[src/coulomb_pkg.sv]
package coulomb_pkg;

  // Clock and time figures.
  localparam longint CLOCK_PERIOD_NS   = 64'd5;
  localparam longint TIMER_TICK_NS     = 64'd878_900_000;     // 0.8789 s
  localparam longint CAL_LSB_NS        = 64'd9_760_000;       // 9.76 ms
  localparam longint CAL_TIMEOUT_MS    = 64'd1_278_000;       // 21.3 minutes
  localparam int unsigned TIMER_TICK_CYC = int'(TIMER_TICK_NS / CLOCK_PERIOD_NS);
  localparam int unsigned CAL_LSB_CYC    = int'(CAL_LSB_NS / CLOCK_PERIOD_NS);
  localparam logic [19:0] CAL_TIMEOUT_LSB = 20'(CAL_TIMEOUT_MS * 64'd1_000_000 / CAL_LSB_NS);

  // Default offset of 4.29 uV, as a compensation period of 3.05 uVh / 4.29 uV.
  localparam longint CHARGE_QUANTUM_NUV = 64'd3050;  // 3.05 uVh per count
  localparam longint DEFAULT_OFFSET_NUV = 64'd4290;  // 4.29 uV
  localparam logic [19:0] DEFAULT_OFFSET_LSB = 20'((CHARGE_QUANTUM_NUV * 64'd3600 *
    64'd1_000_000_000) / (DEFAULT_OFFSET_NUV * CAL_LSB_NS));

  // Slow elapsed-time rate is 1/256 of normal; 256 ticks also make one sixteenth hour.
  localparam logic [7:0] SLOW_DIV_LAST = 8'hff;

  // Self-discharge temperature bands in kelvin.
  localparam logic [8:0] SD_BAND_BASE_K = 9'h116;  // 278 K, 5 C
  localparam logic [8:0] SD_BAND_STEP_K = 9'h00a;  // 10 K
  localparam int unsigned SD_BANDS      = 6;

  // Register addresses.
  localparam logic [6:0] ADDR_TEMP_LOW   = 7'h60;
  localparam logic [6:0] ADDR_TEMP_HIGH  = 7'h61;
  localparam logic [6:0] ADDR_NV_CMD     = 7'h62;
  localparam logic [6:0] ADDR_CLEAR      = 7'h63;
  localparam logic [6:0] ADDR_MODE_WAKE  = 7'h64;
  localparam logic [6:0] ADDR_CHG_TMR_L  = 7'h65;
  localparam logic [6:0] ADDR_CHG_TMR_H  = 7'h66;
  localparam logic [6:0] ADDR_DIS_TMR_L  = 7'h67;
  localparam logic [6:0] ADDR_DIS_TMR_H  = 7'h68;
  localparam logic [6:0] ADDR_SELF_L     = 7'h69;
  localparam logic [6:0] ADDR_SELF_H     = 7'h6a;
  localparam logic [6:0] ADDR_CHG_ACC_L  = 7'h6b;
  localparam logic [6:0] ADDR_CHG_ACC_H  = 7'h6c;
  localparam logic [6:0] ADDR_DIS_ACC_L  = 7'h6d;
  localparam logic [6:0] ADDR_DIS_ACC_H  = 7'h6e;
  localparam logic [6:0] ADDR_OFFSET_L   = 7'h75;
  localparam logic [6:0] ADDR_OFFSET_M   = 7'h76;
  localparam logic [6:0] ADDR_CAL_OFFS_H = 7'h77;

  // Commands written to the nonvolatile command register.
  localparam logic [7:0] CMD_POWER_DOWN     = 8'hf6;
  localparam logic [7:0] CMD_CAL_POWER_DOWN = 8'hf7;

  // Clear register bit positions.
  localparam int unsigned CLR_DIS_ACC = 0;
  localparam int unsigned CLR_CHG_ACC = 1;
  localparam int unsigned CLR_SELF    = 2;
  localparam int unsigned CLR_DIS_TMR = 3;
  localparam int unsigned CLR_CHG_TMR = 4;
  localparam int unsigned CLR_WIDTH   = 5;

  // Mode and calibration register bit positions.
  localparam int unsigned MODE_ISOLATE   = 7;
  localparam int unsigned MODE_REG_OFF   = 6;
  localparam int unsigned MODE_CHG_SLOW  = 5;
  localparam int unsigned MODE_DIS_SLOW  = 4;
  localparam int unsigned CAL_COMP_EN    = 7;
  localparam int unsigned CAL_REQUEST    = 6;
  localparam int unsigned CAL_GOOD       = 5;
  localparam int unsigned CAL_POLARITY   = 4;

  // Request from the serial-line engine, one cycle per access.
  typedef struct packed {
    logic       wr;
    logic       rd;
    logic [6:0] addr;
    logic [7:0] wdata;
  } reg_req_s;

  typedef enum logic [1:0] {
    PWR_RUN   = 2'b00,
    PWR_PEND  = 2'b01,
    PWR_SLEEP = 2'b10
  } pwr_e;

  typedef enum logic [1:0] {
    CAL_IDLE   = 2'b00,
    CAL_ARM    = 2'b01,
    CAL_FIRST  = 2'b10,
    CAL_SECOND = 2'b11
  } cal_e;

endpackage

[src/coulomb_count.sv]
`timescale 1ns/10ps
// What this block does
// Negative pulses count discharge, run discharge timer.
// Timers advance 1.138 per second normally.
// Positive pulses count charge, run charge timer.
// Timer wrap sets slow flag, 1/256 rate.
// Timer periods 0.8789 s, or 225 s slow.
// Self-discharge hourly at 25C, doubling per 10C.
// Compensation adds one count per offset period.
// Sleep command waits for activity below threshold.
// Threshold code zero sleeps immediately.
// Asleep, only self-discharge and temperature update.
// Any serial line edge ends sleep.
// Host should save registers before sleeping.
// Request bit or command starts calibration.
// Calibration completion drives good bit to zero.
// Offset is interval between like pulses.
// Opposite second pulse restarts calibration.
// Calibration timeout adopts default 4.29 uV offset.
// Isolation bit shorts sense input to ground.
// Writing clear bit zeroes that counter.
// Clear bits return to zero by themselves.
// Clearing a timer clears its slow flag.
// Temperature reported as 9-bit kelvin value.
// No pulse, no counting; one side per pulse.
module coulomb_count
  import coulomb_pkg::*;
#(
  parameter int unsigned TIMER_TICK_CYCLES = TIMER_TICK_CYC,
  parameter int unsigned CAL_LSB_CYCLES    = CAL_LSB_CYC
) (
  // Clock and reset
  input  wire logic       i_clock,
  input  wire logic       i_rst_b,
  // Register access from the serial-line engine
  input  wire reg_req_s   i_reg_req,
  output logic [7:0]      o_reg_rdata,
  output logic            o_reg_rvalid,
  // Converter and analog front end
  input  wire logic       i_pulse_pos,
  input  wire logic       i_pulse_neg,
  input  wire logic       i_below_wake,
  input  wire logic [8:0] i_temp_kelvin,
  output logic [2:0]      o_wake_threshold_sel,
  output logic            o_sense_short,
  output logic            o_regulator_off,
  // Serial line level and power state
  input  wire logic       i_line,
  output logic            o_asleep
);

  logic [1:0] rst_sync_q;
  logic       rst_n;
  always_ff @(posedge i_clock or negedge i_rst_b) begin
    if (!i_rst_b) rst_sync_q <= 2'b00;
    else          rst_sync_q <= {rst_sync_q[0], 1'b1};
  end
  assign rst_n = rst_sync_q[1];

  // Pin inputs pass two flops; the third stage only serves edge detection.
  logic [2:0] pos_s_q, neg_s_q, line_s_q;
  logic [1:0] below_s_q;
  always_ff @(posedge i_clock or negedge rst_n) begin
    if (!rst_n) begin
      pos_s_q   <= 3'h0;
      neg_s_q   <= 3'h0;
      // The line idles high, so its stages start high and no false edge follows reset.
      line_s_q  <= 3'h7;
      below_s_q <= 2'h0;
    end else begin
      pos_s_q   <= {pos_s_q[1:0], i_pulse_pos};
      neg_s_q   <= {neg_s_q[1:0], i_pulse_neg};
      line_s_q  <= {line_s_q[1:0], i_line};
      below_s_q <= {below_s_q[0], i_below_wake};
    end
  end

  logic pos_edge, neg_edge, line_edge, below;
  assign pos_edge  = pos_s_q[1] & ~pos_s_q[2];
  assign neg_edge  = neg_s_q[1] & ~neg_s_q[2];
  assign line_edge = line_s_q[1] ^ line_s_q[2];
  assign below     = below_s_q[1];

  // Register state.
  pwr_e        pwr_q;
  cal_e        cal_q;
  logic        isolate_q, reg_off_q, mode_b0_q, comp_en_q, cal_req_q, cal_good_q;
  logic        polarity_q, cal_pd_q, first_pol_q;
  logic [2:0]  woe_q;
  logic [19:0] offset_q, cal_tmr_q, comp_cnt_q;
  logic [CLR_WIDTH-1:0] clr_q;
  logic [8:0]  temp_q;
  logic [15:0] acc_q [2];
  logic [15:0] tmr_q [2];
  logic [1:0]  slow_q, seen_q;
  logic [7:0]  sub_q [2];
  logic [15:0] self_q;
  logic [7:0]  sd_sub_q;
  logic [6:0]  sd_frac_q;
  logic [31:0] tick_cnt_q, lsb_cnt_q;

  logic awake, tick, lsb_tick;
  assign awake    = (pwr_q != PWR_SLEEP);
  assign tick     = (tick_cnt_q == TIMER_TICK_CYCLES - 1);
  assign lsb_tick = (lsb_cnt_q == CAL_LSB_CYCLES - 1);

  // The timebase keeps running in sleep: it stands for the brief periodic wakes.
  always_ff @(posedge i_clock or negedge rst_n) begin
    if (!rst_n) begin
      tick_cnt_q <= 32'h0;
      lsb_cnt_q  <= 32'h0;
    end else begin
      tick_cnt_q <= tick ? 32'h0 : tick_cnt_q + 32'h1;
      lsb_cnt_q  <= lsb_tick ? 32'h0 : lsb_cnt_q + 32'h1;
    end
  end

  // Register decode.
  logic wr_nv_cmd, wr_clear, wr_mode, wr_cal_h, wr_off_m, wr_off_l;
  logic sleep_cmd, cal_pd_cmd, cal_start;
  assign wr_nv_cmd  = i_reg_req.wr && (i_reg_req.addr == ADDR_NV_CMD);
  assign wr_clear   = i_reg_req.wr && (i_reg_req.addr == ADDR_CLEAR);
  assign wr_mode    = i_reg_req.wr && (i_reg_req.addr == ADDR_MODE_WAKE);
  assign wr_cal_h   = i_reg_req.wr && (i_reg_req.addr == ADDR_CAL_OFFS_H);
  assign wr_off_m   = i_reg_req.wr && (i_reg_req.addr == ADDR_OFFSET_M);
  assign wr_off_l   = i_reg_req.wr && (i_reg_req.addr == ADDR_OFFSET_L);
  assign cal_pd_cmd = wr_nv_cmd && (i_reg_req.wdata == CMD_CAL_POWER_DOWN);
  assign cal_start  = cal_pd_cmd || (wr_cal_h && i_reg_req.wdata[CAL_REQUEST]);

  // Calibration.
  logic cal_measuring, cal_timeout, cal_pulse, cal_same, cal_done, cal_done_pd;
  assign cal_measuring = (cal_q == CAL_FIRST) || (cal_q == CAL_SECOND);
  assign cal_timeout   = cal_measuring && (cal_tmr_q >= CAL_TIMEOUT_LSB);
  assign cal_pulse     = pos_edge ^ neg_edge;
  assign cal_same      = (pos_edge == first_pol_q);
  assign cal_done      = cal_timeout ||
                         ((cal_q == CAL_SECOND) && !cal_timeout && cal_pulse && cal_same);
  assign cal_done_pd   = cal_done && cal_pd_q;
  assign sleep_cmd     = (wr_nv_cmd && (i_reg_req.wdata == CMD_POWER_DOWN)) || cal_done_pd;

  always_ff @(posedge i_clock or negedge rst_n) begin
    if (!rst_n) begin
      cal_q       <= CAL_IDLE;
      cal_tmr_q   <= 20'h0;
      first_pol_q <= 1'b0;
      cal_pd_q    <= 1'b0;
    end else begin
      unique case (cal_q)
        CAL_IDLE: if (cal_start) begin
          cal_q    <= CAL_ARM;
          cal_pd_q <= cal_pd_cmd;
        end
        CAL_ARM: if (woe_q == 3'h0 || below) begin
          cal_q     <= CAL_FIRST;
          cal_tmr_q <= 20'h0;
        end
        CAL_FIRST: if (cal_timeout) begin
          cal_q <= CAL_IDLE;
        end else if (cal_pulse) begin
          cal_q       <= CAL_SECOND;
          first_pol_q <= pos_edge;
          cal_tmr_q   <= 20'h0;
        end else if (lsb_tick) begin
          cal_tmr_q <= cal_tmr_q + 20'h1;
        end
        CAL_SECOND: if (cal_done) begin
          cal_q <= CAL_IDLE;
        end else if (cal_pulse) begin
          cal_q     <= CAL_FIRST;
          cal_tmr_q <= 20'h0;
        end else if (lsb_tick) begin
          cal_tmr_q <= cal_tmr_q + 20'h1;
        end
      endcase
    end
  end

  // Calibration and offset register; hardware completion wins over a host write.
  always_ff @(posedge i_clock or negedge rst_n) begin
    if (!rst_n) begin
      comp_en_q  <= 1'b0;
      cal_req_q  <= 1'b0;
      cal_good_q <= 1'b1;
      polarity_q <= 1'b0;
      offset_q   <= 20'h0;
    end else if (cal_done) begin
      cal_req_q  <= 1'b0;
      cal_good_q <= 1'b0;
      polarity_q <= cal_timeout ? polarity_q : first_pol_q;
      offset_q   <= cal_timeout ? DEFAULT_OFFSET_LSB : cal_tmr_q;
    end else begin
      if (wr_cal_h) begin
        comp_en_q      <= i_reg_req.wdata[CAL_COMP_EN];
        cal_good_q     <= i_reg_req.wdata[CAL_GOOD];
        polarity_q     <= i_reg_req.wdata[CAL_POLARITY];
        offset_q[19:16] <= i_reg_req.wdata[3:0];
      end
      if (cal_start) cal_req_q <= 1'b1;
      if (wr_off_m) offset_q[15:8] <= i_reg_req.wdata;
      if (wr_off_l) offset_q[7:0] <= i_reg_req.wdata;
    end
  end

  // Offset compensation.
  logic comp_run, comp_fire;
  logic [1:0] comp_add;
  assign comp_run  = awake && comp_en_q && !cal_good_q && (offset_q != 20'h0);
  assign comp_fire = comp_run && lsb_tick && (comp_cnt_q >= offset_q - 20'h1);
  assign comp_add  = {comp_fire && polarity_q, comp_fire && !polarity_q};

  always_ff @(posedge i_clock or negedge rst_n) begin
    if (!rst_n)          comp_cnt_q <= 20'h0;
    else if (!comp_run)  comp_cnt_q <= 20'h0;
    else if (comp_fire)  comp_cnt_q <= 20'h0;
    else if (lsb_tick)   comp_cnt_q <= comp_cnt_q + 20'h1;
  end

  // Sleep control.
  always_ff @(posedge i_clock or negedge rst_n) begin
    if (!rst_n) begin
      pwr_q <= PWR_RUN;
    end else begin
      unique case (pwr_q)
        PWR_RUN:   if (sleep_cmd) pwr_q <= PWR_PEND;
        PWR_PEND:  if (line_edge) pwr_q <= PWR_RUN;
                   else if (woe_q == 3'h0 || below) pwr_q <= PWR_SLEEP;
        PWR_SLEEP: if (line_edge) pwr_q <= PWR_RUN;
        default:   pwr_q <= PWR_RUN;
      endcase
    end
  end

  // Mode register, clear register and temperature sample.
  always_ff @(posedge i_clock or negedge rst_n) begin
    if (!rst_n) begin
      isolate_q <= 1'b0;
      reg_off_q <= 1'b0;
      woe_q     <= 3'h0;
      mode_b0_q <= 1'b0;
      clr_q     <= '0;
      temp_q    <= 9'h0;
    end else begin
      if (wr_mode) begin
        isolate_q <= i_reg_req.wdata[MODE_ISOLATE];
        reg_off_q <= i_reg_req.wdata[MODE_REG_OFF];
        woe_q     <= i_reg_req.wdata[3:1];
        mode_b0_q <= i_reg_req.wdata[0];
      end
      // Each set bit acts for one cycle, then falls back to zero by itself.
      clr_q <= wr_clear ? i_reg_req.wdata[CLR_WIDTH-1:0] : '0;
      if (tick) temp_q <= i_temp_kelvin;
    end
  end

  // Accumulators and elapsed-time counters; index 0 is discharge, 1 is charge.
  logic [1:0] act, clr_acc, clr_tmr, step;
  assign act     = {awake && pos_edge && !neg_edge, awake && neg_edge && !pos_edge};
  assign clr_acc = {clr_q[CLR_CHG_ACC], clr_q[CLR_DIS_ACC]};
  assign clr_tmr = {clr_q[CLR_CHG_TMR], clr_q[CLR_DIS_TMR]};

  for (genvar g = 0; g < 2; g++) begin : g_side
    // A timer only runs for a side that saw at least one pulse in its period.
    assign step[g] = awake && tick && (!slow_q[g] || sub_q[g] == SLOW_DIV_LAST);

    always_ff @(posedge i_clock or negedge rst_n) begin
      if (!rst_n) begin
        acc_q[g] <= 16'h0;
      end else if (clr_acc[g]) begin
        acc_q[g] <= 16'h0;
      end else begin
        acc_q[g] <= acc_q[g] + 16'(act[g]) + 16'(comp_add[g]);
      end
    end

    always_ff @(posedge i_clock or negedge rst_n) begin
      if (!rst_n) begin
        tmr_q[g]  <= 16'h0;
        slow_q[g] <= 1'b0;
        sub_q[g]  <= 8'h0;
        seen_q[g] <= 1'b0;
      end else if (clr_tmr[g]) begin
        tmr_q[g]  <= 16'h0;
        slow_q[g] <= 1'b0;
        sub_q[g]  <= 8'h0;
        seen_q[g] <= 1'b0;
      end else begin
        if (awake && tick && slow_q[g]) sub_q[g] <= sub_q[g] + 8'h1;
        if (step[g]) begin
          seen_q[g] <= act[g];
          if (seen_q[g]) begin
            tmr_q[g] <= tmr_q[g] + 16'h1;
            if (tmr_q[g] == 16'hffff) slow_q[g] <= 1'b1;
          end
        end else if (act[g]) begin
          seen_q[g] <= 1'b1;
        end
      end
    end
  end

  // Self-discharge: a fraction of 1/128 count per sixteenth hour, scaled by band.
  logic [2:0] sd_band;
  logic [7:0] sd_sum;
  logic       sd_tick;
  always_comb begin
    sd_band = 3'h0;
    for (int b = 0; b < SD_BANDS; b++) begin
      if (temp_q >= SD_BAND_BASE_K + 9'(b) * SD_BAND_STEP_K) sd_band = sd_band + 3'h1;
    end
  end
  assign sd_tick = tick && (sd_sub_q == SLOW_DIV_LAST);
  assign sd_sum  = {1'b0, sd_frac_q} + (8'h1 << sd_band);

  always_ff @(posedge i_clock or negedge rst_n) begin
    if (!rst_n) begin
      self_q    <= 16'h0;
      sd_sub_q  <= 8'h0;
      sd_frac_q <= 7'h0;
    end else begin
      if (tick) sd_sub_q <= sd_sub_q + 8'h1;
      if (clr_q[CLR_SELF]) begin
        self_q    <= 16'h0;
        sd_frac_q <= 7'h0;
      end else if (sd_tick) begin
        sd_frac_q <= sd_sum[6:0];
        self_q    <= self_q + 16'(sd_sum[7]);
      end
    end
  end

  // Read selection; unmapped addresses read as zero.
  logic [7:0] mode_rd, cal_rd, rd_mux;
  logic [6:0] ra;
  assign ra      = i_reg_req.addr;
  assign mode_rd = {isolate_q, reg_off_q, slow_q[1], slow_q[0], woe_q, mode_b0_q};
  assign cal_rd  = {comp_en_q, cal_req_q, cal_good_q, polarity_q, offset_q[19:16]};
  assign rd_mux  = (ra == ADDR_TEMP_LOW)   ? temp_q[7:0] :
                   (ra == ADDR_TEMP_HIGH)  ? {7'h0, temp_q[8]} :
                   (ra == ADDR_CLEAR)      ? {3'h0, clr_q} :
                   (ra == ADDR_MODE_WAKE)  ? mode_rd :
                   (ra == ADDR_CHG_TMR_L)  ? tmr_q[1][7:0] :
                   (ra == ADDR_CHG_TMR_H)  ? tmr_q[1][15:8] :
                   (ra == ADDR_DIS_TMR_L)  ? tmr_q[0][7:0] :
                   (ra == ADDR_DIS_TMR_H)  ? tmr_q[0][15:8] :
                   (ra == ADDR_SELF_L)     ? self_q[7:0] :
                   (ra == ADDR_SELF_H)     ? self_q[15:8] :
                   (ra == ADDR_CHG_ACC_L)  ? acc_q[1][7:0] :
                   (ra == ADDR_CHG_ACC_H)  ? acc_q[1][15:8] :
                   (ra == ADDR_DIS_ACC_L)  ? acc_q[0][7:0] :
                   (ra == ADDR_DIS_ACC_H)  ? acc_q[0][15:8] :
                   (ra == ADDR_OFFSET_L)   ? offset_q[7:0] :
                   (ra == ADDR_OFFSET_M)   ? offset_q[15:8] :
                   (ra == ADDR_CAL_OFFS_H) ? cal_rd : 8'h00;

  always_ff @(posedge i_clock or negedge rst_n) begin
    if (!rst_n) begin
      o_reg_rdata          <= 8'h00;
      o_reg_rvalid         <= 1'b0;
      o_wake_threshold_sel <= 3'h0;
      o_sense_short        <= 1'b0;
      o_regulator_off      <= 1'b0;
      o_asleep             <= 1'b0;
    end else begin
      if (i_reg_req.rd) o_reg_rdata <= rd_mux;
      o_reg_rvalid         <= i_reg_req.rd;
      o_wake_threshold_sel <= woe_q;
      o_sense_short        <= isolate_q;
      o_regulator_off      <= reg_off_q;
      o_asleep             <= !awake;
    end
  end

endmodule // coulomb_count

[config.mk]
export PLATFORM = sky130hd
export DESIGN_NAME = coulomb_count
export DESIGN_NICKNAME = d
export VERILOG_FILES = /design/src/coulomb_pkg.sv /design/src/coulomb_count.sv
export SDC_FILE = /design/constraint.sdc
export NUM_CORES = 1
export LEC_CHECK = 0
export ABC_CLOCK_PERIOD_IN_PS = 22600
export BUFFER_PORTS_ARGS = -buffer_cell sky130_fd_sc_hd__buf_2
export CELL_PAD_IN_SITES_DETAIL_PLACEMENT = 0
export CELL_PAD_IN_SITES_GLOBAL_PLACEMENT = 1
export CORE_MARGIN = 2
export CORE_UTILIZATION = 40
export CTS_CLUSTER_DIAMETER = 80
export DETAILED_ROUTE_END_ITERATION = 8
export PLACE_DENSITY = 0.74
export SYNTH_ARGS = -nofsm -noshare
export SYNTH_HDL_FRONTEND = slang
export SYNTH_SLANG_ARGS = --single-unit
[constraint.sdc]
create_clock -name i_clock -period 22.6 [get_ports i_clock]
set_input_delay 1.13 -clock i_clock [delete_from_list [all_inputs] [get_ports i_clock]]
set_output_delay 1.13 -clock i_clock [all_outputs]
set_load 0.02 [all_outputs]
==> impl_metrics.toml, run 1 <==
[run]
cap_violations = 0

[clocking]
cts-root-buf = "clkbuf_16"
cts_tree = "yes"
cts_sinks = 297
htree_num_levels = 2
clk_latency_ns = 0.56
max-clock-path-buffers = 3
cts-buffers-inserted = 37
ctsHoldBuffers = 0
clk_pin_slew_ns = 0.06
cts-resized-gates = 0
cts_setup_buffers = 0

[logic_synthesis]
synth_xor_area_frac = 0.0823
synth_seq_cells = 297
synth_top_family_by_area = "simple AND/OR/NAND/NOR gates"
synth_area_um2 = 17100
ys_types = 82
synth-edff-count = 0
synth-compound-area-share = 0.125
synthesis.instances = 1860
avgSynthCellArea_um2 = 9.18
ys.flop_type = "dfrtp_1"
async_flop_share = 1.00
yosysWarnings = 0
synth_seq_area_share = 0.435
muxShareOfSynthArea = 0.0459
synth-adder-area-share = 0.0387
syn_nets = 1943
synthSimpleGateAreaFrac = 0.241

[power_and_ir_drop]
power.density_nw_per_um2 = 73.6
cellLeakagePower_uw = 0.00836
power.internal_uw = 982
swShare = 0.295
switchingPower_uw = 411
power_frac_comb = 0.151
seqPwrFrac = 0.446
irDropWorstVdd_mv = 0.0620
power_uw = 1390
clkPwrFrac = 0.403

[drt]
routed_via_density = 5.71
avgRoutedWirePerCell_um = 18.7
remaining_drc_errors = 0
vias = 13900
final_antenna_net_count = 0
dr.pass1.iters = 5
first_iter_violations = 1147
wirelength_um = 45700

[min_path]
hp-class = "register to async pin"

[critical_path]
timing.rr.end = "self_q[12]$_DFFE_PN0P_"
cp.arrival_ns = 7.43
slowest_stage = "or4_1"
critPathMaxFanout = 8
reg2reg_from = "temp_q[7]$_DFFE_PN0N_"
crit_top_cell = "ha_1"
worstPathRequired_ns = 22.98
path_class = "register to register"
rrSetupSlack_ns = 15.55
r2r_cells = 30
cp-start-kind = "register"
cpPeakStageDelay_ns = 0.57
cp-endpoint = "self_q[12]$_DFFE_PN0P_"
end_kind = "register"
crit_path_start = "temp_q[7]$_DFFE_PN0N_"

[sta]
hold_viol_final = 0
relSlewSlack = 0.239
slew_violations = 0
fin_crit_ns = 7.05
rsz0062_at_grt = "no"
post-route-period-util = 0.312
worstMarginPinSlew_ns = 1.14
finClkSkew_ns = 0.0303
whs_ns = 0.291
max_freq_ghz = 0.142
fin_setup_tns_ns = 0
setup_viol_count_final = 0

[placed_design]
io_buffer_count = 46
hpwl_um = 32600
place_congestion = 0.868
placedCellCount = 2378

[die]
die_y_um = 211
fp.dieW_um = 211
io_pins = 47
rows = 75
die_area_um2 = 44400
start_util = 0.406
coreArea_um2 = 42000

[layout]
instances_no_fill = 2440
drive_above_1_share = 0.0969
nFillCells = 4116
nNetsFinal = 1961
area_delta_synth_final_pct = 10.8

[global_route]
grt_pass1_wl_um = 74500
grt_max_degree = 76
overflow = 0
antenna_found_initial = 1
grtUsageTotal = 0.210
grt_pass1_vias = 13500

[status]
outcome = "complete, no violations"
==> flip-flops by register name (all words and copies together) (netlist names), 9 cells and up <==
signal / flops
sub_q: 16
acc_q: 32
self_q: 16
tmr_q: 32
temp_q: 9
comp_cnt_q: 20
tick_cnt_q: 32
offset_q: 20
cal_tmr_q: 20
lsb_cnt_q: 32
==> routing by layer <==
| layer | vias to the layer above | track usage | wire (µm) |
|---|---|---|---|
| met2 | 330 | 0.325 | 20600 |
| met1 | 6823 | 0.304 | 21700 |
| met3 | 61 | 0.0348 | 2520 |
| li1 | 6722 | - | - |
| met4 | 2 | 0.0566 | 857 |
| met5 | - | 0 | 11 |
==> cell usage after synthesis (all sizes together), types with 31 or more instances <==
| cell | n | area share |
|---|---|---|
| nor4 | 40 | 0.016 |
| xnor2 | 70 | 0.036 |
| and3 | 37 | 0.014 |
| clkbuf | 73 | 0.016 |
| ha | 48 | 0.035 |
| nor3 | 56 | 0.018 |
| inv | 60 | 0.013 |
| a21oi | 90 | 0.027 |
| mux2i | 31 | 0.018 |
| xor2 | 88 | 0.045 |
| mux2 | 34 | 0.022 |
| nand4 | 46 | 0.017 |
| nand2 | 192 | 0.042 |
| dfrtp | 293 | 0.43 |
| o21ai | 61 | 0.018 |
| nand3 | 88 | 0.026 |
| nor2 | 200 | 0.044 |
==> critical path: cells and delay by family, from the launching register on <==
kind | cells | cell delay [ns]
and+or+nand+nor | 11 | 2.14
DFF | 1 | 0.44
AOI/OAI and AO/OA | 7 | 1.49
xor gates and xnor gates | 4 | 0.96
adders and majority gates | 6 | 1.69
buffers and inverters | 2 | 0.17
==> stage by stage <==
stage                     setup WS (ns)  instance area, µm²  utilization
after floorplan                   13.72               17100            -
after detailed placement          15.63               17800        0.424
after global routing              14.90               18900        0.450
after global placement            15.78               17800        0.424
final                             15.55               18900        0.450
after CTS                         15.61               18900        0.450
==> layout make-up <==
| type | instances | area (µm²) | share of cell area |
|---|---|---|---|
| tap | 539 | 674 | 0.0356 |
| clock buffer | 50 | 1030 | 0.0546 |
| clock inverter | 10 | 88.8 | 0.00469 |
| multi-input combinational | 1419 | 9110 | 0.481 |
| antenna | 2 | 5.00 | 0.000264 |
| timing repair buffer | 62 | 350 | 0.0185 |
| inverter | 61 | 229 | 0.0121 |
| sequential | 297 | 7440 | 0.393 |
==> logic make-up (layout without fill, tap and decap cells) <==
| logic type | after synthesis | in the layout |
|---|---|---|
| simple gates | 813 | 813 |
| compound gates | 326 | 326 |
| flops | 297 | 297 |
| xor+xnor | 159 | 159 |
| buf+inv | 144 | 183 |
| mux | 69 | 69 |
| fa+ha+maj | 51 | 51 |
| other cells | 1 | 3 |
==> how the worst min path moves through the flow <==
| stage | from | endpoint | slack [ns] | cells after the start |
|---|---|---|---|---|
| 3_3_place_gp | rst_sync_q[1]$_DFF_PN0_ | pos_s_q[2]$_DFF_PN0_ | 0.31 | 0 |
| 4_1_cts | rst_sync_q[1]$_DFF_PN0_ | neg_s_q[1]$_DFF_PN0_ | 0.31 | 0 |
| 2_1_floorplan | below_s_q[0]$_DFF_PN0_ | below_s_q[1]$_DFF_PN0_ | 0.33 | 0 |
| 6_report | rst_sync_q[1]$_DFF_PN0_ | neg_s_q[1]$_DFF_PN0_ | 0.29 | 0 |
| 3_5_place_dp | rst_sync_q[1]$_DFF_PN0_ | neg_s_q[1]$_DFF_PN0_ | 0.31 | 0 |
| 5_1_grt | i_rst_b | rst_sync_q[1]$_DFF_PN0_ | 0.34 | 1 |
==> power by group through the flow <==
stage | sequential [µW] | clock (µW) | combinational (µW)
after floorplan | 616 | 0 | 155
final | 621 | 561 | 211
after CTS | 620 | 578 | 211
after global routing | 627 | 600 | 239
after global placement | 628 | 0 | 206
after detailed placement | 629 | 0 | 210
==> placed cells by master, fill, tap and decap left out, drive strengths merged, types with 6 or more instances in the layout <==
cell     Yosys  layout
ha          48      48
o31ai       17      17
nor2       200     200
or3         28      28
nor2b       16      16
nand2b      11      11
o2bb2ai      7       7
and3        37      37
clkbuf      73      50
nor3        56      56
o21ai       61      61
inv         60      63
o211ai      27      27
and4        11      11
or4         19      19
a31oi        8       8
a22oi       11      11
o221ai       7       7
nand4       46      46
xnor2       70      70
dfrtp      293     293
mux2i       31      31
a21oi       90      90
nand2      192     192
and2        28      28
xor2        88      88
o21a        12      12
or2         11      11
nand3b       7       7
mux2        34      34
o22ai       20      20
buf         10      62
a211oi       7       7
nor4        40      40
nand3       88      88
clkinv       1       6
No activity file was read; power rests on OpenSTA's default activity.
==> run 2, diff against run 1 <==
--- a/config.mk
+++ b/config.mk
@@ -5,7 +5,7 @@
 export SDC_FILE = /design/constraint.sdc
 export NUM_CORES = 1
 export LEC_CHECK = 0
-export ABC_CLOCK_PERIOD_IN_PS = 22600
+export ABC_CLOCK_PERIOD_IN_PS = 7300
 export BUFFER_PORTS_ARGS = -buffer_cell sky130_fd_sc_hd__buf_2
 export CELL_PAD_IN_SITES_DETAIL_PLACEMENT = 0
 export CELL_PAD_IN_SITES_GLOBAL_PLACEMENT = 1
==> constraint.sdc (replaced) <==
create_clock -name i_clock -period 7.3 [get_ports i_clock]
set_input_delay 0.365 -clock i_clock [delete_from_list [all_inputs] [get_ports i_clock]]
set_output_delay 0.365 -clock i_clock [all_outputs]
set_load 0.02 [all_outputs]
==> run 2 against run 1 <==
Effect of this change:
- cell area grew 1.1%
- routed wire length grew 0.72%
- cell count grew 0.49%
- sequential share of layout area shrank 0.41 points
- first-iteration DRC count shrank 9.5%
- core utilization grew 0.49 points
- total power grew to 3.2 times the previous value
- non-clock buffer count grew 8
- via count grew 0.91%
- clock power grew to 3.3 times the previous value
- die area is the same
==> impl_metrics.toml, run 2 (synthesis results as in run 1) <==
[drt]
final_antenna_net_count = 0
vias = 14100
first_iter_violations = 1038
wirelength_um = 46000
remaining_drc_errors = 0
avgRoutedWirePerCell_um = 18.8
dr.pass1.iters = 7
routed_via_density = 5.74

[clocking]
cts-buffers-inserted = 36
cts-root-buf = "clkbuf_16"
clk_latency_ns = 0.55
htree_num_levels = 2
max-clock-path-buffers = 3
cts_sinks = 297
cts_tree = "yes"
clk_pin_slew_ns = 0.06

[critical_path]
end_kind = "register"
cpPeakStageDelay_ns = 0.57
crit_top_cell = "ha_1"
cp.arrival_ns = 7.06
cp-start-kind = "register"
critPathMaxFanout = 11
path_class = "register to register"
timing.rr.end = "self_q[12]$_DFFE_PN0P_"
rrSetupSlack_ns = 0.65
slowest_stage = "or4_1"
reg2reg_from = "temp_q[8]$_DFFE_PN0N_"
path_buf_inv = 3
r2r_cells = 31
critPathTopFamily = "simple AND/OR/NAND/NOR gates"
cp_num_cells = 31
worstPathRequired_ns = 7.71

[sta]
post-route-period-util = 0.911
hold_viol_final = 0
relSlewSlack = 0.218
fin_crit_ns = 6.65
setup_viol_count_final = 0
max_freq_ghz = 0.150
finClkSkew_ns = 0.0227
whs_ns = 0.0449
fin_ws_ns = 0.653
fin_setup_tns_ns = 0
worstMarginPinSlew_ns = 1.17
slew_violations = 0
rsz0062_at_grt = "no"

[power_and_ir_drop]
cellLeakagePower_uw = 0.00846
power_uw = 4460
power.density_nw_per_um2 = 233
irDropWorstVdd_mv = 0.182

[placed_design]
dpl_cell_area_um2 = 17800
hpwl_um = 32600
io_buffer_count = 46
place_congestion = 0.866
post-place-ws_ns = 0.573

[layout]
layout_commonest_cell = "dfrtp_1"
drive_above_1_share = 0.103
area_delta_synth_final_pct = 12.0
mostFrequentLayoutCells = "dfrtp_1 (291), nor2_1 (200), nand2_1 (192)"
stdcell_area_um2 = 19100
multi_input_area_um2 = 9110
nNetsFinal = 1968
ff_latch_area_um2 = 7440
nFillCells = 4050

[global_route]
overflow = 0
grt_pass1_wl_um = 74900
grtUsageTotal = 0.211
antenna_found_initial = 2
grt_pass1_vias = 13500
grt_max_degree = 76

[status]
outcome = "complete, no violations"

[run]
cap_violations = 0

[die]
start_util = 0.406
die_y_um = 211
coreArea_um2 = 42000
die_area_um2 = 44400
io_pins = 47
rows = 75
fp.dieW_um = 211

[min_path]
min_path_cells = 2
min_delay_worst_endpoint = "temp_q[0]$_DFFE_PN0N_"
hp-class = "input pin to register"
holdCritStartpoint = "i_temp_kelvin[0]"
==> run 2: cell count changes in the layout (fill, tap and decap cells not counted), moves of 2 or more <==
cell | previous run | this run
clkbuf_8 | 6 | 12
dlygate4sd3_1 | 0 | 5
buf_4 | 16 | 19
clkbuf_1 | 7 | 4
inv_6 | 3 | 1
==> run 2: repair_timing <==
item | in CTS | in global routing
setup buffers | 0 | 0
endpoints found under the hold margin | 6 | 0
setup endpoints to repair | 0 | 3
gates resized for setup | 0 | 2
hold buffers | 5 | 0
==> run 2: power by group <==
group          internal [µW]  total [µW]  leakage (µW)  switching (µW)
combinational            266         663       0.00388             397
clock                   1140        1870      0.000627             728
sequential              1750        1930       0.00396             171
total                   3170        4460       0.00846            1300
==> run 2: through the flow <==
stage,util,cells
3_3_place_gp,0.424,2381
5_1_grt,0.455,2451
4_1_cts,0.455,2451
2_1_floorplan,-,1860
6_report,0.455,2452
3_5_place_dp,0.424,2381
==> run 2: area by class of cell <==
class | instances | area share
Antenna cell | 1 | 0.000131
Clock buffer | 54 | 0.0591
Clock inverter | 11 | 0.00647
Inverter | 61 | 0.0120
Multi-Input combinational cell | 1419 | 0.476
Sequential cell | 297 | 0.389
Tap cell | 539 | 0.0352
Timing Repair Buffer | 70 | 0.0221
==> run 2: per-layer routing <==
| layer | up-vias | track usage | part of all wire | wire, µm |
|---|---|---|---|---|
| li1 | 6750 | - | - | - |
| met3 | 77 | 0.0384 | 0.054 | 2480 |
| met1 | 6905 | 0.301 | 0.47 | 21600 |
| met5 | - | 0 | 0.00028 | 13 |
| met2 | 331 | 0.323 | 0.45 | 20700 |
| met4 | 2 | 0.0702 | 0.027 | 1250 |
==> run 2: worst max-delay path by stage <==
stage                          startpoint                     end  slack [ns]
finish              temp_q[8]$_DFFE_PN0N_  self_q[12]$_DFFE_PN0P_        0.65
floorplan           temp_q[8]$_DFFE_PN0N_  self_q[12]$_DFFE_PN0P_        0.96
CTS                 temp_q[8]$_DFFE_PN0N_  self_q[12]$_DFFE_PN0P_        0.53
global placement    temp_q[8]$_DFFE_PN0N_  self_q[12]$_DFFE_PN0P_        0.69
detailed placement  temp_q[8]$_DFFE_PN0N_  self_q[12]$_DFFE_PN0P_        0.57
global route        temp_q[7]$_DFFE_PN0N_  self_q[12]$_DFFE_PN0P_        0.01
